===== src/emsi_pkg.sv =====
package emsi_pkg;

  // ****************************************
  // Register map
  // ****************************************
  localparam logic [5:0] ADDR_INT_ENABLE = 6'h03;
  localparam logic [5:0] ADDR_EVENT_STATUS = 6'h17;
  localparam logic [5:0] ADDR_CHIP_COND = 6'h18;
  localparam logic [5:0] ADDR_SIGN_FLAGS = 6'h19;
  localparam logic [5:0] ADDR_LOCK = 6'h22;
  localparam logic [5:0] ADDR_RATIO = 6'h31;

  localparam logic [23:0] RST_INT_ENABLE = 24'h000000;
  localparam logic [23:0] RST_EVENT_STATUS = 24'h800000;
  localparam logic [23:0] RST_CHIP_COND = 24'h801800;
  localparam logic [23:0] RST_SIGN_FLAGS = 24'h000000;
  localparam logic [23:0] RST_RATIO = 24'h01999A;

  // Lock codes
  localparam logic [4:0] LOCK_CODE_SET = 5'h16;
  localparam logic [4:0] LOCK_CODE_CLR = 5'h09;

  // Event status fields
  localparam int EV_LOW_RATE_READY = 23;
  localparam int EV_SAMPLE_READY = 22;
  localparam int EV_WATCHDOG = 21;
  localparam int EV_CALC_OVERRUN = 18;
  localparam int EV_VOLT2_SWELL = 17;
  localparam int EV_VOLT1_SWELL = 16;
  localparam int EV_POWER2_RANGE = 15;
  localparam int EV_POWER1_RANGE = 14;
  localparam int EV_CURRENT2_RANGE = 13;
  localparam int EV_CURRENT1_RANGE = 12;
  localparam int EV_VOLT2_RANGE = 11;
  localparam int EV_VOLT1_RANGE = 10;
  localparam int EV_CURRENT2_OVER = 9;
  localparam int EV_CURRENT1_OVER = 8;
  localparam int EV_VOLT2_DIP = 7;
  localparam int EV_VOLT1_DIP = 6;
  localparam int EV_TEMP_UPDATED = 5;
  localparam int EV_FREQ_UPDATED = 4;
  localparam int EV_BAD_COMMAND = 3;
  localparam int EV_RX_CHECKSUM = 2;
  localparam int EV_ROM_CRC = 1;
  localparam int EV_RX_TIMEOUT = 0;
  // Bits 20 and 19 reserved
  localparam logic [23:0] EV_IMPL_MASK = 24'hE7FFFF;

  // Chip condition fields
  localparam int CC_CMD_LSB = 8;
  localparam int CC_OSC_LSB = 0;
  localparam logic [23:0] CC_IMPL_MASK = 24'h00FF0F;
  localparam logic [23:0] SIGN_IMPL_MASK = 24'h00003F;

  // ****************************************
  // Carriers
  // ****************************************
  typedef struct packed {
    logic wr;
    logic rd;
    logic [5:0] addr;
    logic [23:0] wdata;
  } emsi_req_s;

  // Status inputs from the measurement core
  typedef struct packed {
    logic [7:0] last_command_code;
    logic temp_modulator_osc;
    logic volt_modulator_osc;
    logic current2_modulator_osc;
    logic current1_modulator_osc;
    logic reactive_total_negative;
    logic reactive2_negative;
    logic reactive1_negative;
    logic active_total_negative;
    logic active2_negative;
    logic active1_negative;
  } emsi_core_s;

endpackage


===== src/emsi_event_bit.sv =====
`timescale 1ns/1ps
// ****************************************
// One sticky write-one-to-clear flag
// ****************************************
module emsi_event_bit #(
  parameter logic RST_VAL = 1'b0
) (
  input wire logic clk_sys_in,
  input wire logic srst_in,
  input wire logic set_in,
  input wire logic clr_in,
  output logic flag_out
);

  logic flag_r;
  logic flag_nxt;

  // Set beats clear so an event in the clearing cycle survives
  assign flag_nxt = set_in | (flag_r & ~clr_in);
  assign flag_out = flag_r;

  always_ff @(posedge clk_sys_in) begin
    if (srst_in) begin
      flag_r <= RST_VAL;
    end else begin
      flag_r <= flag_nxt;
    end
  end

endmodule


===== src/emsi_status_irq.sv =====
`timescale 1ns/1ps
// ****************************************
// Event status, interrupt enable, chip condition, sign flags, ratio
// ****************************************
module emsi_status_irq (
  input wire logic clk_sys_in,
  input wire logic srst_in,
  // Serial register port (from serial engine, same clock)
  input emsi_pkg::emsi_req_s req_in,
  output logic [23:0] rdata_out,
  output logic rvalid_out,
  output logic wr_blocked_out,
  // Event pulses from the core
  input wire logic low_rate_results_ready_in,
  input wire logic instruction_done_in,
  input wire logic reset_seq_done_in,
  input wire logic sample_results_ready_in,
  input wire logic watchdog_overflow_flag_in,
  input wire logic calc_overrun_flag_in,
  input wire logic volt2_swell_flag_in,
  input wire logic volt1_swell_flag_in,
  input wire logic power2_range_flag_in,
  input wire logic power1_range_flag_in,
  input wire logic current2_range_flag_in,
  input wire logic current1_range_flag_in,
  input wire logic volt2_range_flag_in,
  input wire logic volt1_range_flag_in,
  input wire logic current2_over_flag_in,
  input wire logic current1_over_flag_in,
  input wire logic volt2_dip_flag_in,
  input wire logic volt1_dip_flag_in,
  input wire logic temperature_updated_flag_in,
  input wire logic bad_command_flag_in,
  input wire logic receive_checksum_fault_in,
  input wire logic rom_crc_fault_in,
  input wire logic receive_timeout_flag_in,
  // Levels from the core
  input emsi_pkg::emsi_core_s core_in,
  // Automatic frequency calculation
  input wire logic auto_frequency_enable_in,
  input wire logic ratio_calc_valid_in,
  input wire logic [23:0] ratio_calc_in,
  // Results
  output logic [23:0] line_to_sample_ratio_out,
  output logic host_write_lock_out,
  output logic irq_n_out
);

  // ****************************************
  // Address decode
  // ****************************************
  function automatic logic hit(input logic [5:0] a, input logic [5:0] ref_a);
    hit = (a == ref_a);
  endfunction

  logic lock_r;
  logic [4:0] lock_code_r;
  logic wr_any;
  logic wr_exempt;
  logic wr_ok;
  logic wr_enable;
  logic wr_status;
  logic wr_lock;
  logic wr_ratio;

  // Lock leaves the lock word and the three status words writable
  assign wr_any = req_in.wr;
  assign wr_exempt = hit(req_in.addr, emsi_pkg::ADDR_LOCK) | hit(req_in.addr, emsi_pkg::ADDR_EVENT_STATUS)
    | hit(req_in.addr, emsi_pkg::ADDR_CHIP_COND) | hit(req_in.addr, emsi_pkg::ADDR_SIGN_FLAGS);
  assign wr_ok = wr_any & (wr_exempt | ~lock_r);
  assign wr_blocked_out = wr_any & ~wr_ok;
  assign wr_enable = wr_ok & hit(req_in.addr, emsi_pkg::ADDR_INT_ENABLE);
  assign wr_status = wr_ok & hit(req_in.addr, emsi_pkg::ADDR_EVENT_STATUS);
  assign wr_lock = wr_ok & hit(req_in.addr, emsi_pkg::ADDR_LOCK);
  // Host writes the ratio only while the auto calculation is off
  assign wr_ratio = wr_ok & hit(req_in.addr, emsi_pkg::ADDR_RATIO) & ~auto_frequency_enable_in;

  // ****************************************
  // Event status
  // ****************************************
  logic [23:0] ev_set;
  logic [23:0] ev_clr;
  logic [23:0] event_status;
  logic ratio_update;

  assign ratio_update = auto_frequency_enable_in & ratio_calc_valid_in;

  // Set sources per bit
  always_comb begin
    ev_set = '0;
    ev_set[emsi_pkg::EV_LOW_RATE_READY] = low_rate_results_ready_in | instruction_done_in
      | reset_seq_done_in;
    ev_set[emsi_pkg::EV_SAMPLE_READY] = sample_results_ready_in;
    ev_set[emsi_pkg::EV_WATCHDOG] = watchdog_overflow_flag_in;
    ev_set[emsi_pkg::EV_CALC_OVERRUN] = calc_overrun_flag_in;
    ev_set[emsi_pkg::EV_VOLT2_SWELL] = volt2_swell_flag_in;
    ev_set[emsi_pkg::EV_VOLT1_SWELL] = volt1_swell_flag_in;
    ev_set[emsi_pkg::EV_POWER2_RANGE] = power2_range_flag_in;
    ev_set[emsi_pkg::EV_POWER1_RANGE] = power1_range_flag_in;
    ev_set[emsi_pkg::EV_CURRENT2_RANGE] = current2_range_flag_in;
    ev_set[emsi_pkg::EV_CURRENT1_RANGE] = current1_range_flag_in;
    ev_set[emsi_pkg::EV_VOLT2_RANGE] = volt2_range_flag_in;
    ev_set[emsi_pkg::EV_VOLT1_RANGE] = volt1_range_flag_in;
    ev_set[emsi_pkg::EV_CURRENT2_OVER] = current2_over_flag_in;
    ev_set[emsi_pkg::EV_CURRENT1_OVER] = current1_over_flag_in;
    ev_set[emsi_pkg::EV_VOLT2_DIP] = volt2_dip_flag_in;
    ev_set[emsi_pkg::EV_VOLT1_DIP] = volt1_dip_flag_in;
    ev_set[emsi_pkg::EV_TEMP_UPDATED] = temperature_updated_flag_in;
    ev_set[emsi_pkg::EV_FREQ_UPDATED] = ratio_update;
    ev_set[emsi_pkg::EV_BAD_COMMAND] = bad_command_flag_in;
    ev_set[emsi_pkg::EV_RX_CHECKSUM] = receive_checksum_fault_in;
    ev_set[emsi_pkg::EV_ROM_CRC] = rom_crc_fault_in;
    ev_set[emsi_pkg::EV_RX_TIMEOUT] = receive_timeout_flag_in;
  end

  // Only ones in the written word clear
  assign ev_clr = wr_status ? req_in.wdata : 24'h000000;

  // Reserved bits are not built and read as zero
  genvar gi;
  generate
    for (gi = 0; gi < 24; gi++) begin : g_ev
      if (emsi_pkg::EV_IMPL_MASK[gi]) begin : g_impl
        emsi_event_bit #(
          .RST_VAL(emsi_pkg::RST_EVENT_STATUS[gi])
        ) u_bit (
          .clk_sys_in(clk_sys_in),
          .srst_in(srst_in),
          .set_in(ev_set[gi]),
          .clr_in(ev_clr[gi]),
          .flag_out(event_status[gi])
        );
      end else begin : g_rsvd
        assign event_status[gi] = 1'b0;
      end
    end
  endgenerate

  // ****************************************
  // Enable, lock and ratio registers
  // ****************************************
  logic [23:0] int_enable_r;
  logic [23:0] ratio_r;
  logic irq_n_r;

  // Interrupt enable, all disabled after reset
  always_ff @(posedge clk_sys_in) begin
    if (srst_in) begin
      int_enable_r <= emsi_pkg::RST_INT_ENABLE;
    end else if (wr_enable) begin
      int_enable_r <= req_in.wdata & emsi_pkg::EV_IMPL_MASK;
    end
  end

  // Lock field: other codes are stored but only 0x16/0x09 change the state
  always_ff @(posedge clk_sys_in) begin
    if (srst_in) begin
      lock_code_r <= 5'h00;
      lock_r <= 1'b0;
    end else if (wr_lock) begin
      lock_code_r <= req_in.wdata[4:0];
      if (req_in.wdata[4:0] == emsi_pkg::LOCK_CODE_SET) begin
        lock_r <= 1'b1;
      end else if (req_in.wdata[4:0] == emsi_pkg::LOCK_CODE_CLR) begin
        lock_r <= 1'b0;
      end
    end
  end

  // Ratio from the calculator or from the host
  always_ff @(posedge clk_sys_in) begin
    if (srst_in) begin
      ratio_r <= emsi_pkg::RST_RATIO;
    end else if (ratio_update) begin
      ratio_r <= ratio_calc_in;
    end else if (wr_ratio) begin
      ratio_r <= req_in.wdata;
    end
  end

  // Pin is low while any enabled flag is set; registered to avoid glitches
  always_ff @(posedge clk_sys_in) begin
    if (srst_in) begin
      irq_n_r <= 1'b1;
    end else begin
      irq_n_r <= ~|(event_status & int_enable_r);
    end
  end

  // ****************************************
  // Read-only views
  // ****************************************
  logic [23:0] chip_cond;
  logic [23:0] sign_flags;

  assign chip_cond = (srst_in ? emsi_pkg::RST_CHIP_COND :
    ({8'h00, core_in.last_command_code, 4'h0, core_in.temp_modulator_osc, core_in.volt_modulator_osc,
      core_in.current2_modulator_osc, core_in.current1_modulator_osc}));
  assign sign_flags = {18'h0, core_in.reactive_total_negative, core_in.reactive2_negative,
    core_in.reactive1_negative, core_in.active_total_negative, core_in.active2_negative,
    core_in.active1_negative};

  // ****************************************
  // Read mux
  // ****************************************
  logic [23:0] rdata_nxt;
  logic [23:0] rdata_r;
  logic rvalid_r;

  assign rdata_nxt =
    hit(req_in.addr, emsi_pkg::ADDR_INT_ENABLE) ? int_enable_r :
    hit(req_in.addr, emsi_pkg::ADDR_EVENT_STATUS) ? event_status :
    hit(req_in.addr, emsi_pkg::ADDR_CHIP_COND) ? (chip_cond & emsi_pkg::CC_IMPL_MASK) :
    hit(req_in.addr, emsi_pkg::ADDR_SIGN_FLAGS) ? (sign_flags & emsi_pkg::SIGN_IMPL_MASK) :
    hit(req_in.addr, emsi_pkg::ADDR_LOCK) ? {19'h0, lock_code_r} :
    hit(req_in.addr, emsi_pkg::ADDR_RATIO) ? ratio_r : 24'h000000;

  // Read data one cycle after the request
  always_ff @(posedge clk_sys_in) begin
    if (srst_in) begin
      rdata_r <= 24'h000000;
      rvalid_r <= 1'b0;
    end else begin
      rdata_r <= req_in.rd ? rdata_nxt : rdata_r;
      rvalid_r <= req_in.rd;
    end
  end

  assign rdata_out = rdata_r;
  assign rvalid_out = rvalid_r;
  assign line_to_sample_ratio_out = ratio_r;
  assign host_write_lock_out = lock_r;
  assign irq_n_out = irq_n_r;

endmodule


===== config.mk =====
export PLATFORM = sky130hd
export DESIGN_NAME = emsi_status_irq
export DESIGN_NICKNAME = d
export VERILOG_FILES = /design/src/emsi_pkg.sv /design/src/emsi_event_bit.sv /design/src/emsi_status_irq.sv
export SDC_FILE = /design/constraint.sdc
export NUM_CORES = 1
export LEC_CHECK = 0
export BUFFER_PORTS_ARGS = -buffer_cell sky130_fd_sc_hd__buf_2
export CORE_MARGIN = 2
export CORE_UTILIZATION = 54
export CTS_CLUSTER_DIAMETER = 50
export DETAILED_ROUTE_END_ITERATION = 8
export PLACE_DENSITY = 0.87
export SETUP_SLACK_MARGIN = 0.4
export SLEW_MARGIN = 20
export SYNTH_ARGS = -nofsm -noshare
export SYNTH_HDL_FRONTEND = slang
export SYNTH_SLANG_ARGS = --single-unit

===== constraint.sdc =====
create_clock -name clk_sys_in -period 5.9 [get_ports clk_sys_in]
set_clock_uncertainty 0.2 [all_clocks]
set_input_delay 0.885 -clock clk_sys_in [delete_from_list [all_inputs] [get_ports clk_sys_in]]
set_output_delay 0.885 -clock clk_sys_in [all_outputs]
set_load 0.005 [all_outputs]

# After elaboration in Yosys (flattened, before gate mapping)
# Index checks and enable logic that the tools add are counted.
# word_totals
wordCells,137
ff_bits,100
inputBits,101
# classes
reduce_logical,5
n_mux,11
bitwise_logic,84
eq_ne,8
# ops
operator,count
24-bit two-way mux,9
1-bit AND,30
1-bit bitwise OR,28
1-bit inverter,25
24-bit AND,1
24-bit OR reduction,1
6-bit by 5-bit == test with 1-bit output (second input constant),3
6-bit == test (second input constant),2
6-bit by 2-bit == test with 1-bit output (second input constant),1
5-bit by 4-bit == test with 1-bit output (second input constant),1
5-bit == test (second input constant),1
2-bit nonzero test,2
1-bit two-way mux,2
2-bit AND reduction,1
1-bit logical NOT,1

# Longest topological paths before layout
# Gate-level depths: netlist (run 1).
# depth
depth_word,11
ltp_mapped,7
mapped_depth_nobuf,5

# By module
# Synthesis (run 1) repeated with hierarchy kept, for this count alone.
# hier_totals
cells_unflattened,526
hier_area_um2,4750.8
# modules_own_cells
mod,n_inst,seq_area_each_um2,cells_each,area_each_um2
emsi_status_irq,1,1561.5,438,3903.7
emsi_event_bit (g_ev[0].g_impl.u_bit ...),21,20.0,4,38.8
emsi_event_bit (g_ev[23].g_impl.u_bit),1,20.0,4,32.5

# Worst setup path after synthesis (run 1)
# Ideal clock, no wire load.
# synth_path
path_kind,input port to output port
from,input port req_in[25] (netlist name)
to,output port wr_blocked_out
stages,3
t_required_ns,4.815
path_buffers,0
t_arrival_ns,1.850
path_slack_ns,2.965
path_cell_list,and4b_1 > o21ai_0 > and3_1
# synth_via
elab_chain_len,8
elab_cells_between_ends,11
# synth_rtl
item,line,rtl
start: declaration,emsi_status_irq.sv:9,"input emsi_pkg::emsi_req_s req_in,"
6-bit == test / 6-bit by 5-bit == test with 1-bit output (equally long branches),emsi_status_irq.sv:53,hit = (a == ref_a);
1-bit bitwise OR,emsi_status_irq.sv:68,"assign wr_exempt = hit(req_in.addr, emsi_pkg::ADDR_LOCK) | hit(req_in.addr, emsi_pkg::ADDR_EVENT_STATUS)"
1-bit bitwise OR,emsi_status_irq.sv:69,"| hit(req_in.addr, emsi_pkg::ADDR_CHIP_COND) | hit(req_in.addr, emsi_pkg::ADDR_SIGN_FLAGS);"
1-bit bitwise OR *,emsi_status_irq.sv:69,
1-bit bitwise OR *,emsi_status_irq.sv:70,assign wr_ok = wr_any & (wr_exempt | ~lock_r);
1-bit AND *,emsi_status_irq.sv:70,
1-bit inverter *,emsi_status_irq.sv:71,assign wr_blocked_out = wr_any & ~wr_ok;
1-bit AND *,emsi_status_irq.sv:71,
end: declaration,emsi_status_irq.sv:12,"output logic wr_blocked_out,"
# Every way passes the cells marked *; elsewhere a longest branch is shown, timed or not.

# Worst setup path in the final report (run 1)
# layout_path
from,input port req_in[24] (netlist name)
to,output port wr_blocked_out
# Same word-level chain as after synthesis.

==> impl_metrics.csv, run 1 <==
group,metric,value,unit
timing,fin_crit,3378,ps
die,die_h,95.62,um
clock_network,cts_root_buf,"clkbuf_8",
setup_path,required,4820,ps
place,numPortBuffers,152,
power_and_ir_drop,pwr-share-comb,11.0,%
setup_path,cp-end-kind,"output pin",
clock_network,cts_inserted_buffers,9,
setup_path,cp-start-kind,"primary input",
finish,fin_nets,759,
place,dp_slack,2410,ps
place,gp_congestion,0.8513,
power_and_ir_drop,power.share.switching,24.78,%
power_and_ir_drop,p_clk_share,33.9,%
logic_synthesis,async_flop_share,0,%
finish,stdcell_area,5480,um2
power_and_ir_drop,p_total,1.311,mW
detailed_routing,post_drt_wl_per_cell,17.89,um
detailed_routing,initialDrtViolationCount,443,
timing,max_freq,296.1,MHz
setup_path,cp_slowest_cell,"o21ai_0",
logic_synthesis,synth_edf_count,0,
clock_network,clock_latency,370,ps
setup_path,criticalPathCategory,"primary input to output pin",
die,rows,33,
clock_network,post-cts-setup-buffers,0,
finish,syn_to_final_growth,20.89,%
detailed_routing,vias_per_cell,6.190,
power_and_ir_drop,power_switching,324.8,uW
die,start_util,55.45,%
finish,antenna_cells,0,
die,die-area,9143,um2
run_status,status,"finished clean",
power_and_ir_drop,peakVddDrop,0.1307,mV
clock_network,clock_path_buffers,2,
die,fp.coreArea,8175,um2
job,maxCapViolations,0,
timing,slew_headroom,30.77,%
logic_synthesis,syn_inst,533,
logic_synthesis,ys_warn_count,0,
global_routing,grt_pass1_vias,4242,
power_and_ir_drop,internal-power,985.9,uW
global_routing,grt_antenna_before_repair,0,
timing,setup_viol,0,
timing,tns,0,ps
clock_network,cts_tree,"yes",
global_routing,grt_max_degree,119,
power_and_ir_drop,p_leak,2.183,nW
power_and_ir_drop,p_seq_share,55.1,%
detailed_routing,drc,0,
die,die_w,95.62,um
clock_network,numClockSinks,100,
timing,rsz0062_at_grt,"false",
logic_synthesis,syn_avg_cell_area,8.505,um2
detailed_routing,vias,4754,
timing,tightest_slew,1037,ps
logic_synthesis,yosysSeqAreaShare,44.16,%
place,placed_cell_area,5280,um2
finish,multiInputGateArea,2327,um2
finish,fillers,671,
timing,drv_slew,0,
timing,post-route-period-util,57.25,%
global_routing,grt_remaining_overflow,0,
detailed_routing,antenna_left,0,
logic_synthesis,ys_types,41,
logic_synthesis,synth_top_flop_cell,"dfxtp_1",
finish,seq_area,2002,um2
clock_network,cts_resized,0,
die,ios,153,
setup_path,slowest_delay,620,ps
setup_path,crit_path_frequent_cell,"buf_2",
setup_path,crit_path_cell_trace,"buf_2 -> and4b_1 -> o21ai_0 -> and3_1 -> buf_2",
clock_network,hold_buffers,0,
timing,worst_slack,2522,ps
place,place_inst,752,
place,dp_hpwl,9249,um
global_routing,grt_pass1_wl,20930,um
clock_network,cts_max_level,3,
global_routing,track_usage,29.78,%
logic_synthesis,syn-cell-area,4533,um2
detailed_routing,wirelength,13740,um
finish,instances_no_fill,768,
finish,final_layout_size_suffix_gt1_share,27.75,%
detailed_routing,firstDrtPassIters,6,
logic_synthesis,synth_seq_cells,100,
setup_path,arrival,2290,ps
timing,final_hold_viol_count,0,
worst_hold_path,hold_path.class,"flop to flop",
logic_synthesis,syn_nets,634,
clock_network,cts.clk_slew.worst_paths,90,ps
setup_path,worstPathMaxFanout,14,
power_and_ir_drop,power_density,239.2,nW/um2
-- synthesized netlist by cell type (all sizes together) (4+ instances only) --
cell type  instances  share of area [%]
o21ai             16                1.8
a211o              5               0.97
nor2              87                7.2
a311oi             8                1.5
nor3b              4               0.66
nand3              5               0.55
inv                5               0.41
nand2b             6               0.83
o22ai              4               0.55
dfxtp            100                 44
a221oi             9                1.7
a22oi             11                1.8
a21oi             28                3.1
mux2               4               0.99
clkbuf            34                2.8
mux2i             27                6.0
nor4              34                4.7
nor2b             10                1.4
nor3              46                5.2
a222oi            13                2.9
buf                9                1.5
nand2             40                3.3
-- cell families after synthesis --
| logic type | after synthesis | share of synthesized area, % |
|---|---|---|
| and+or+nand+nor | 246 | 26.22 |
| AOI/OAI and AO/OA | 108 | 17.89 |
| DFF | 100 | 44.16 |
| buffers and inverters | 48 | 4.775 |
| muxes | 31 | 6.956 |
-- metrics by stage --
stage	utilization [%]	hold slack (ps)
6_report	67.03	262.4
5_1_grt	67.03	289.1
4_1_cts	66.99	261.9
3_5_place_dp	64.59	250.1
3_3_place_gp	64.59	243.6
2_1_floorplan	-	235.3
-- metal layers --
metal / up-vias / share of wire (%) / GRT usage (%)
met4: 0 / 2.5 / 11.55
met5: - / 0 / 0
met2: 283 / 49 / 49.01
met3: 37 / 9.3 / 6.403
met1: 2228 / 39 / 38.16
li1: 2206 / - / -
-- area by class of cell --
cell class,count,area share [%]
clock inverters,1,0.5479
well taps,105,2.397
flip-flops and latches,100,36.53
repair buffers,157,14.68
clock buffers,15,3.037
inverters,5,0.3425
multi-input cells,385,42.47
-- path summary, 6_finish.rpt --
check / end / slack (ps) / from / depth (start not counted)
setup / recovery: wr_blocked_out / 2520 / req_in[24] / 5
hold reg to reg: lock_code_r[0] / 260 / lock_code_r[0] / 2
hold / removal: lock_code_r[0] / 260 / lock_code_r[0] / 2
setup reg to reg: line_to_sample_ratio_out[13] / 3790 / host_write_lock_out / 4
-- power by group through the flow --
stage	sequential [mW]	clock (mW)	combinational, mW
after floorplan	0.734	0	0.0693
after global placement	0.736	0	0.138
after detailed placement	0.737	0	0.142
after CTS	0.722	0.444	0.143
after global routing	0.726	0.474	0.159
final	0.722	0.444	0.144
-- worst max-delay path, delay by kind of cell --
family,cells,cell delay [ps]
compound gates,1,620
simple gates,2,480
buf+inv,2,310
-- flip-flops by register name, indices dropped and copies added (netlist names) --
| signal | cells |
|---|---|
| host_write_lock_out | 1 |
| irq_n_out | 1 |
| g_ev.g_impl.u_bit.flag_out | 22 |
| lock_code_r | 5 |
| rvalid_out | 1 |
| rdata_out | 24 |
| int_enable_r | 22 |
| line_to_sample_ratio_out | 24 |
-- cell usage in the layout, fill, tap and decap left out, types with 2 or more instances in the layout --
| cell | synthesis | layout |
|---|---|---|
| mux2_2 | 4 | 4 |
| nor2_1 | 87 | 86 |
| a211oi_4 | 2 | 2 |
| o21ai_0 | 16 | 16 |
| a221oi_1 | 9 | 9 |
| dfxtp_1 | 100 | 100 |
| mux2i_1 | 27 | 27 |
| nor4_1 | 34 | 34 |
| a22oi_1 | 11 | 11 |
| a222oi_1 | 13 | 13 |
| and3_1 | 2 | 2 |
| o22ai_1 | 4 | 4 |
| a21oi_1 | 28 | 28 |
| and2_1 | 2 | 2 |
| nand3_1 | 5 | 5 |
| and4b_1 | 2 | 2 |
| clkbuf_8 | 0 | 11 |
| nor2b_1 | 10 | 10 |
| nand2b_1 | 6 | 6 |
| inv_1 | 5 | 5 |
| a211o_1 | 5 | 5 |
| nand4b_1 | 2 | 2 |
| or3_1 | 2 | 2 |
| nor3_2 | 1 | 3 |
| nor3b_1 | 4 | 4 |
| clkbuf_1 | 34 | 4 |
| buf_4 | 0 | 5 |
| buf_2 | 5 | 151 |
| o21ba_2 | 3 | 3 |
| nor3_1 | 45 | 43 |
| nand2_1 | 40 | 40 |
| a311oi_1 | 8 | 8 |
| a22o_1 | 3 | 3 |
| a221o_1 | 2 | 2 |
Power figures use the tool's default switching activity.
==> run 2: changes to the inputs <==
- ABC_AREA: unset -> 1
- CORE_UTILIZATION: 54 -> 51
- PLACE_DENSITY: 0.87 -> 0.82
- clock period: 5.9 -> 3.4 ns (I/O delays scaled with it)
==> impl_metrics.csv, run 2 <==
group,metric,value,unit
detailed_routing,antenna_left,0,
logic_synthesis,async_flop_share,0,%
global_routing,grt_antenna_before_repair,0,
logic_synthesis,syn_nets,861,
setup_path,cp-start-kind,"primary input",
setup_path,cp-end-kind,"output pin",
die,die-area,10430,um2
finish,antenna_cells,0,
clock_network,numClockSinks,100,
setup_path,worstSetupStartpoint,"req_in[27]",
power_and_ir_drop,p_leak,2.750,nW
run_status,status,"finished clean",
finish,instances_no_fill,1024,
place,numPortBuffers,152,
setup_path,worstPathMaxFanout,14,
logic_synthesis,yosysTopAreaCellShare,40.76,%
power_and_ir_drop,power_density,392.9,nW/um2
finish,syn_to_final_growth,20.00,%
setup_path,criticalPathCategory,"primary input to output pin",
logic_synthesis,syn_avg_cell_area,6.462,um2
clock_network,cts_resized,0,
logic_synthesis,synth_common_cells,"254 x nand2_1, 100 x dfxtp_1, 82 x a21oi_1, 74 x nor2_1",
clock_network,cts_inserted_buffers,9,
logic_synthesis,synth.most_common_cell,"nand2_1",
logic_synthesis,synth_edf_count,0,
die,die_w,102.1,um
detailed_routing,vias,5420,
job,maxCapViolations,0,
clock_network,post-cts-setup-buffers,0,
timing,post-route-period-util,71.12,%
clock_network,hold_buffers,0,
worst_hold_path,hold_path.class,"primary input to flop",
global_routing,grt_max_degree,75,
timing,max_freq,413.6,MHz
clock_network,clock_latency,370,ps
finish,mostFrequentLayoutCells,"254 x nand2_1, 152 x buf_2, 100 x dfxtp_1",
timing,final_hold_viol_count,0,
place,gp_congestion,0.9954,
clock_network,cts_root_buf,"clkbuf_8",
power_and_ir_drop,power.share.switching,26.91,%
die,die_h,102.1,um
finish,final_layout_size_suffix_gt1_share,21.79,%
power_and_ir_drop,pwr-share-comb,12.6,%
setup_path,required,2690,ps
finish,final_common_cell,"nand2_1",
clock_network,cts_tree,"yes",
logic_synthesis,synth_seq_cells,100,
die,rows,35,
timing,slew_headroom,36.35,%
power_and_ir_drop,power_switching,623.1,uW
timing,fin_crit,2418,ps
global_routing,grt_remaining_overflow,0,
logic_synthesis,yosysSeqAreaShare,40.76,%
clock_network,cts.clk_slew.worst_paths,100,ps
logic_synthesis,synth_largest_area_cell,"dfxtp_1",
setup_path,r2r-start,"host_write_lock_out",
power_and_ir_drop,peakVddDrop,0.2422,mV
global_routing,track_usage,28.91,%
logic_synthesis,ys_types,25,
die,start_util,52.90,%
detailed_routing,post_drt_wl_per_cell,14.69,um
logic_synthesis,synth_area_leaders,"dfxtp_1 41%, nand2_1 19%, a21oi_1 8.4%, nand3_1 6.4%, nor2_1 5.7%",
detailed_routing,initialDrtViolationCount,405,
global_routing,grt_pass1_vias,4873,
detailed_routing,drc,0,
place,place_inst,1008,
power_and_ir_drop,internal-power,1.692,mW
timing,tightest_slew,953.7,ps
detailed_routing,wirelength,15050,um
timing,tns,0,ps
power_and_ir_drop,p_clk_share,33.7,%
finish,fin_nets,991,
clock_network,clock_path_buffers,2,
worst_hold_path,hp-start,"volt1_swell_flag_in",
clock_network,cts_max_level,3,
global_routing,grt_pass1_wl,23660,um
place,dp_hpwl,10590,um
logic_synthesis,syn_inst,760,
die,ios,153,
detailed_routing,vias_per_cell,5.293,
logic_synthesis,synth_top_flop_cell,"dfxtp_1",
power_and_ir_drop,p_seq_share,53.7,%
die,fp.coreArea,9284,um2
timing,setup_viol,0,
logic_synthesis,ys_warn_count,0,
timing,rsz0062_at_grt,"false",
timing,drv_slew,0,
logic_synthesis,syn-cell-area,4911,um2
detailed_routing,firstDrtPassIters,5,
setup_path,arrival,1710,ps
==> run 2: final timing paths <==
path	to	slack [ps]	depth (start not counted)
setup reg to reg	int_enable_r[5]	1540	6
setup / recovery	wr_blocked_out	980	8
hold / removal	g_ev[16].g_impl.u_bit.flag_out	140	3
hold reg to reg	rdata_out[0]	260	2
==> run 2: cell type report <==
class                           count  area, um2
Clock inverter                      5      60.06
Sequential cell                   100       2002
Inverter                           69      259.0
Timing Repair Buffer              161      828.3
Tap cell                          129      161.4
Multi-Input combinational cell    549       2441
Clock buffer                       11      141.4
Fill cell                         941       3391
==> run 2: power by group through the flow <==
stage | Clock, mW | Sequential, mW | Combinational, mW
after detailed placement | 0 | 1.27 | 0.287
after CTS | 0.783 | 1.24 | 0.289
after global placement | 0 | 1.27 | 0.284
after global routing | 0.820 | 1.25 | 0.327
after floorplan | 0 | 1.26 | 0.156
final | 0.780 | 1.24 | 0.291
==> run 2: cells by family (layout without fill, tap and decap cells) <==
family	Yosys count	in the layout	synth area share (%)
simple gates	423	423	36.28
compound gates	126	126	13.43
buf+inv	111	246	9.528
flops	100	100	40.76
==> run 2: layer usage <==
layer,vias to the layer above,routed length (um),GRT usage [%]
met5,-,0,0
met4,0,308,8.718
met3,27,1430,5.062
met2,254,6777,46.56
met1,2455,6529,39.83
li1,2684,-,-
==> run 2: critical path, stage by stage <==
cell and delay (ps):
buf_2 130, nor2_4 180, nand2_1 90, nor2_2 420, nor2_1 100, nand2_2 110
nor2_1 50, buf_2 130
==> run 2: metrics by stage <==
stage	hold WS [ps]	total power [mW]	cell area (um2)	worst slack, ps	utilization (%)
after CTS	143.3	2.315	5893	999.6	63.48
after global routing	149.6	2.396	5893	835.0	63.48
after floorplan	240.0	1.421	4911	1592	-
after global placement	247.6	1.554	5692	820.8	61.31
final	141.7	2.315	5893	982.0	63.48
after detailed placement	252.7	1.558	5692	815.1	61.31
==> run 3: changes to the inputs <==
- CORE_UTILIZATION: 51 -> 46
- PLACE_DENSITY: 0.82 -> 0.78
- clock period: 3.4 -> 1.9 ns (I/O delays scaled with it)
==> impl_metrics.csv, run 3 (synthesis results as in run 2) <==
group,metric,value,unit
run_status,status,"finished clean",
power_and_ir_drop,power_density,642.9,nW/um2
global_routing,grt_pass1_wl,23970,um
die,fp.coreArea,10320,um2
finish,mostFrequentLayoutCells,"253 x nand2_1, 151 x buf_2, 99 x dfxtp_1",
setup_path,slowest_delay,170,ps
global_routing,grt_pass1_vias,4737,
place,numPortBuffers,152,
clock_network,cts_root_buf,"clkbuf_8",
clock_network,clock_latency,360,ps
clock_network,cts.clk_slew.worst_paths,100,ps
setup_path,crit_path_cell_trace,"buf_4 -> nor2_4 -> nand2_1 -> nor2_2 -> nor2_1 -> nand2_2 -> nor2_2 -> buf_2",
die,die-area,11520,um2
clock_network,numClockSinks,100,
timing,drv_slew,0,
power_and_ir_drop,peakVddDrop,0.3707,mV
power_and_ir_drop,power_switching,1.167,mW
timing,holdWs,4.856,ps
place,gp_congestion,0.9837,
finish,seq_area,2003,um2
setup_path,worstPathMaxFanout,5,
setup_path,cp-end-kind,"output pin",
power_and_ir_drop,internal-power,2.967,mW
setup_path,cp_slowest_cell,"nor2_4",
clock_network,cts_tree,"yes",
die,ios,153,
detailed_routing,antenna_left,0,
timing,slew_headroom,77.41,%
setup_path,required,1410,ps
finish,final_layout_size_suffix_gt1_share,23.89,%
global_routing,grt_antenna_before_repair,0,
global_routing,grt_max_degree,75,
setup_path,crit_path_frequent_cell,"nor2_2",
power_and_ir_drop,p_total,4.133,mW
global_routing,track_usage,26.43,%
power_and_ir_drop,power.share.switching,28.22,%
clock_network,cts_max_level,3,
setup_path,cp-start-kind,"primary input",
finish,multiInputGateArea,2465,um2
die,rows,37,
setup_path,r2r_setup_slack,440,ps
detailed_routing,drc,0,
die,die_w,107.3,um
setup_path,worstRegToRegCells,8,
clock_network,clock_path_buffers,2,
timing,max_freq,628.1,MHz
setup_path,arrival,1110,ps
finish,syn_to_final_growth,30.90,%
power_and_ir_drop,pwr-share-comb,14.5,%
finish,final_common_cell,"nand2_1",
finish,fin_nets,1038,
detailed_routing,vias,5505,
job,maxCapViolations,0,
detailed_routing,firstDrtPassIters,5,
setup_path,criticalPathCategory,"primary input to output pin",
timing,rsz0062_at_grt,"true",
timing,tns,0,ps
detailed_routing,vias_per_cell,5.107,
timing,tightest_slew,338.9,ps
power_and_ir_drop,p_clk_share,31.6,%
detailed_routing,initialDrtViolationCount,363,
die,die_h,107.3,um
place,dp_hpwl,11240,um
detailed_routing,wirelength,15380,um
clock_network,cts_inserted_buffers,9,
timing,fin_crit,1592,ps
detailed_routing,post_drt_wl_per_cell,14.26,um
finish,antenna_cells,0,
finish,fillers,1001,
die,start_util,47.57,%
timing,final_hold_viol_count,0,
timing,post-route-period-util,83.79,%
worst_hold_path,hold_depth,3,
power_and_ir_drop,p_leak,2.993,nW
power_and_ir_drop,p_seq_share,53.8,%
timing,setup_viol,0,
global_routing,grt_remaining_overflow,0,
worst_hold_path,hold_path.class,"primary input to flop",
## run 3: changes by cell type in the layout (fill, tap and decap cells not counted), moves of 2 or more
cell,change
dlygate4sd3_1,+23
nor2_4,+2
buf_12,+6
buf_4,+13
buf_6,+5
inv_6,+2
## run 3: worst paths after layout
kind / start / end
worst max-delay path: req_in[26] / wr_blocked_out
worst min-delay path: req_in[21] / int_enable_r[21]
worst max register to register: host_write_lock_out / line_to_sample_ratio_out[0]
worst min register to register: int_enable_r[0] / int_enable_r[0]
## run 3: metrics by stage
stage / setup slack [ps] / util [%] / std cells / cell area [um2]
floorplan: 316.7 / - / 760 / 4911
global placement: 157.3 / 57.25 / 1033 / 5911
detailed placement: 98.71 / 57.25 / 1033 / 5911
CTS: 324.3 / 61.50 / 1074 / 6349
global route: 254.5 / 62.27 / 1078 / 6429
finish: 307.9 / 62.27 / 1078 / 6429
## run 3: worst max-delay path: cells and delay by family
family | cells | cell delay (ps)
simple gates | 6 | 560
buf+inv | 2 | 250
## run 3: repair_timing
action,CTS,global route
pin swaps,2,5
endpoints found under the hold margin,21,0
gates resized for setup,5,16
setup endpoints to repair,2,54
buffers inserted,2,3
gates cloned,0,1
hold buffers,23,0
## run 3: final cells by class
class	instances	area share, %
Multi-Input combinational cell	549	38.34
Clock inverter	6	0.7201
Inverter	69	4.107
Sequential cell	100	31.16
Timing Repair Buffer	208	20.88
Clock buffer	10	2.141
Tap cell	136	2.647
## run 3: routing by layer
metal | global-route usage (%) | up-vias | routed length, um
met3 | 2.603 | 21 | 1409
met1 | 39.56 | 2434 | 6909
met4 | 6.215 | 0 | 242
met5 | 0 | - | 0
li1 | - | 2786 | -
met2 | 40.91 | 264 | 6814
## run 3: power groups by stage
stage	logic, mW	registers, mW	clock network (mW)
detailed placement	0.541	2.27	0
CTS	0.581	2.22	1.31
global route	0.666	2.23	1.39
finish	0.600	2.23	1.31
global placement	0.537	2.27	0
floorplan	0.280	2.26	0
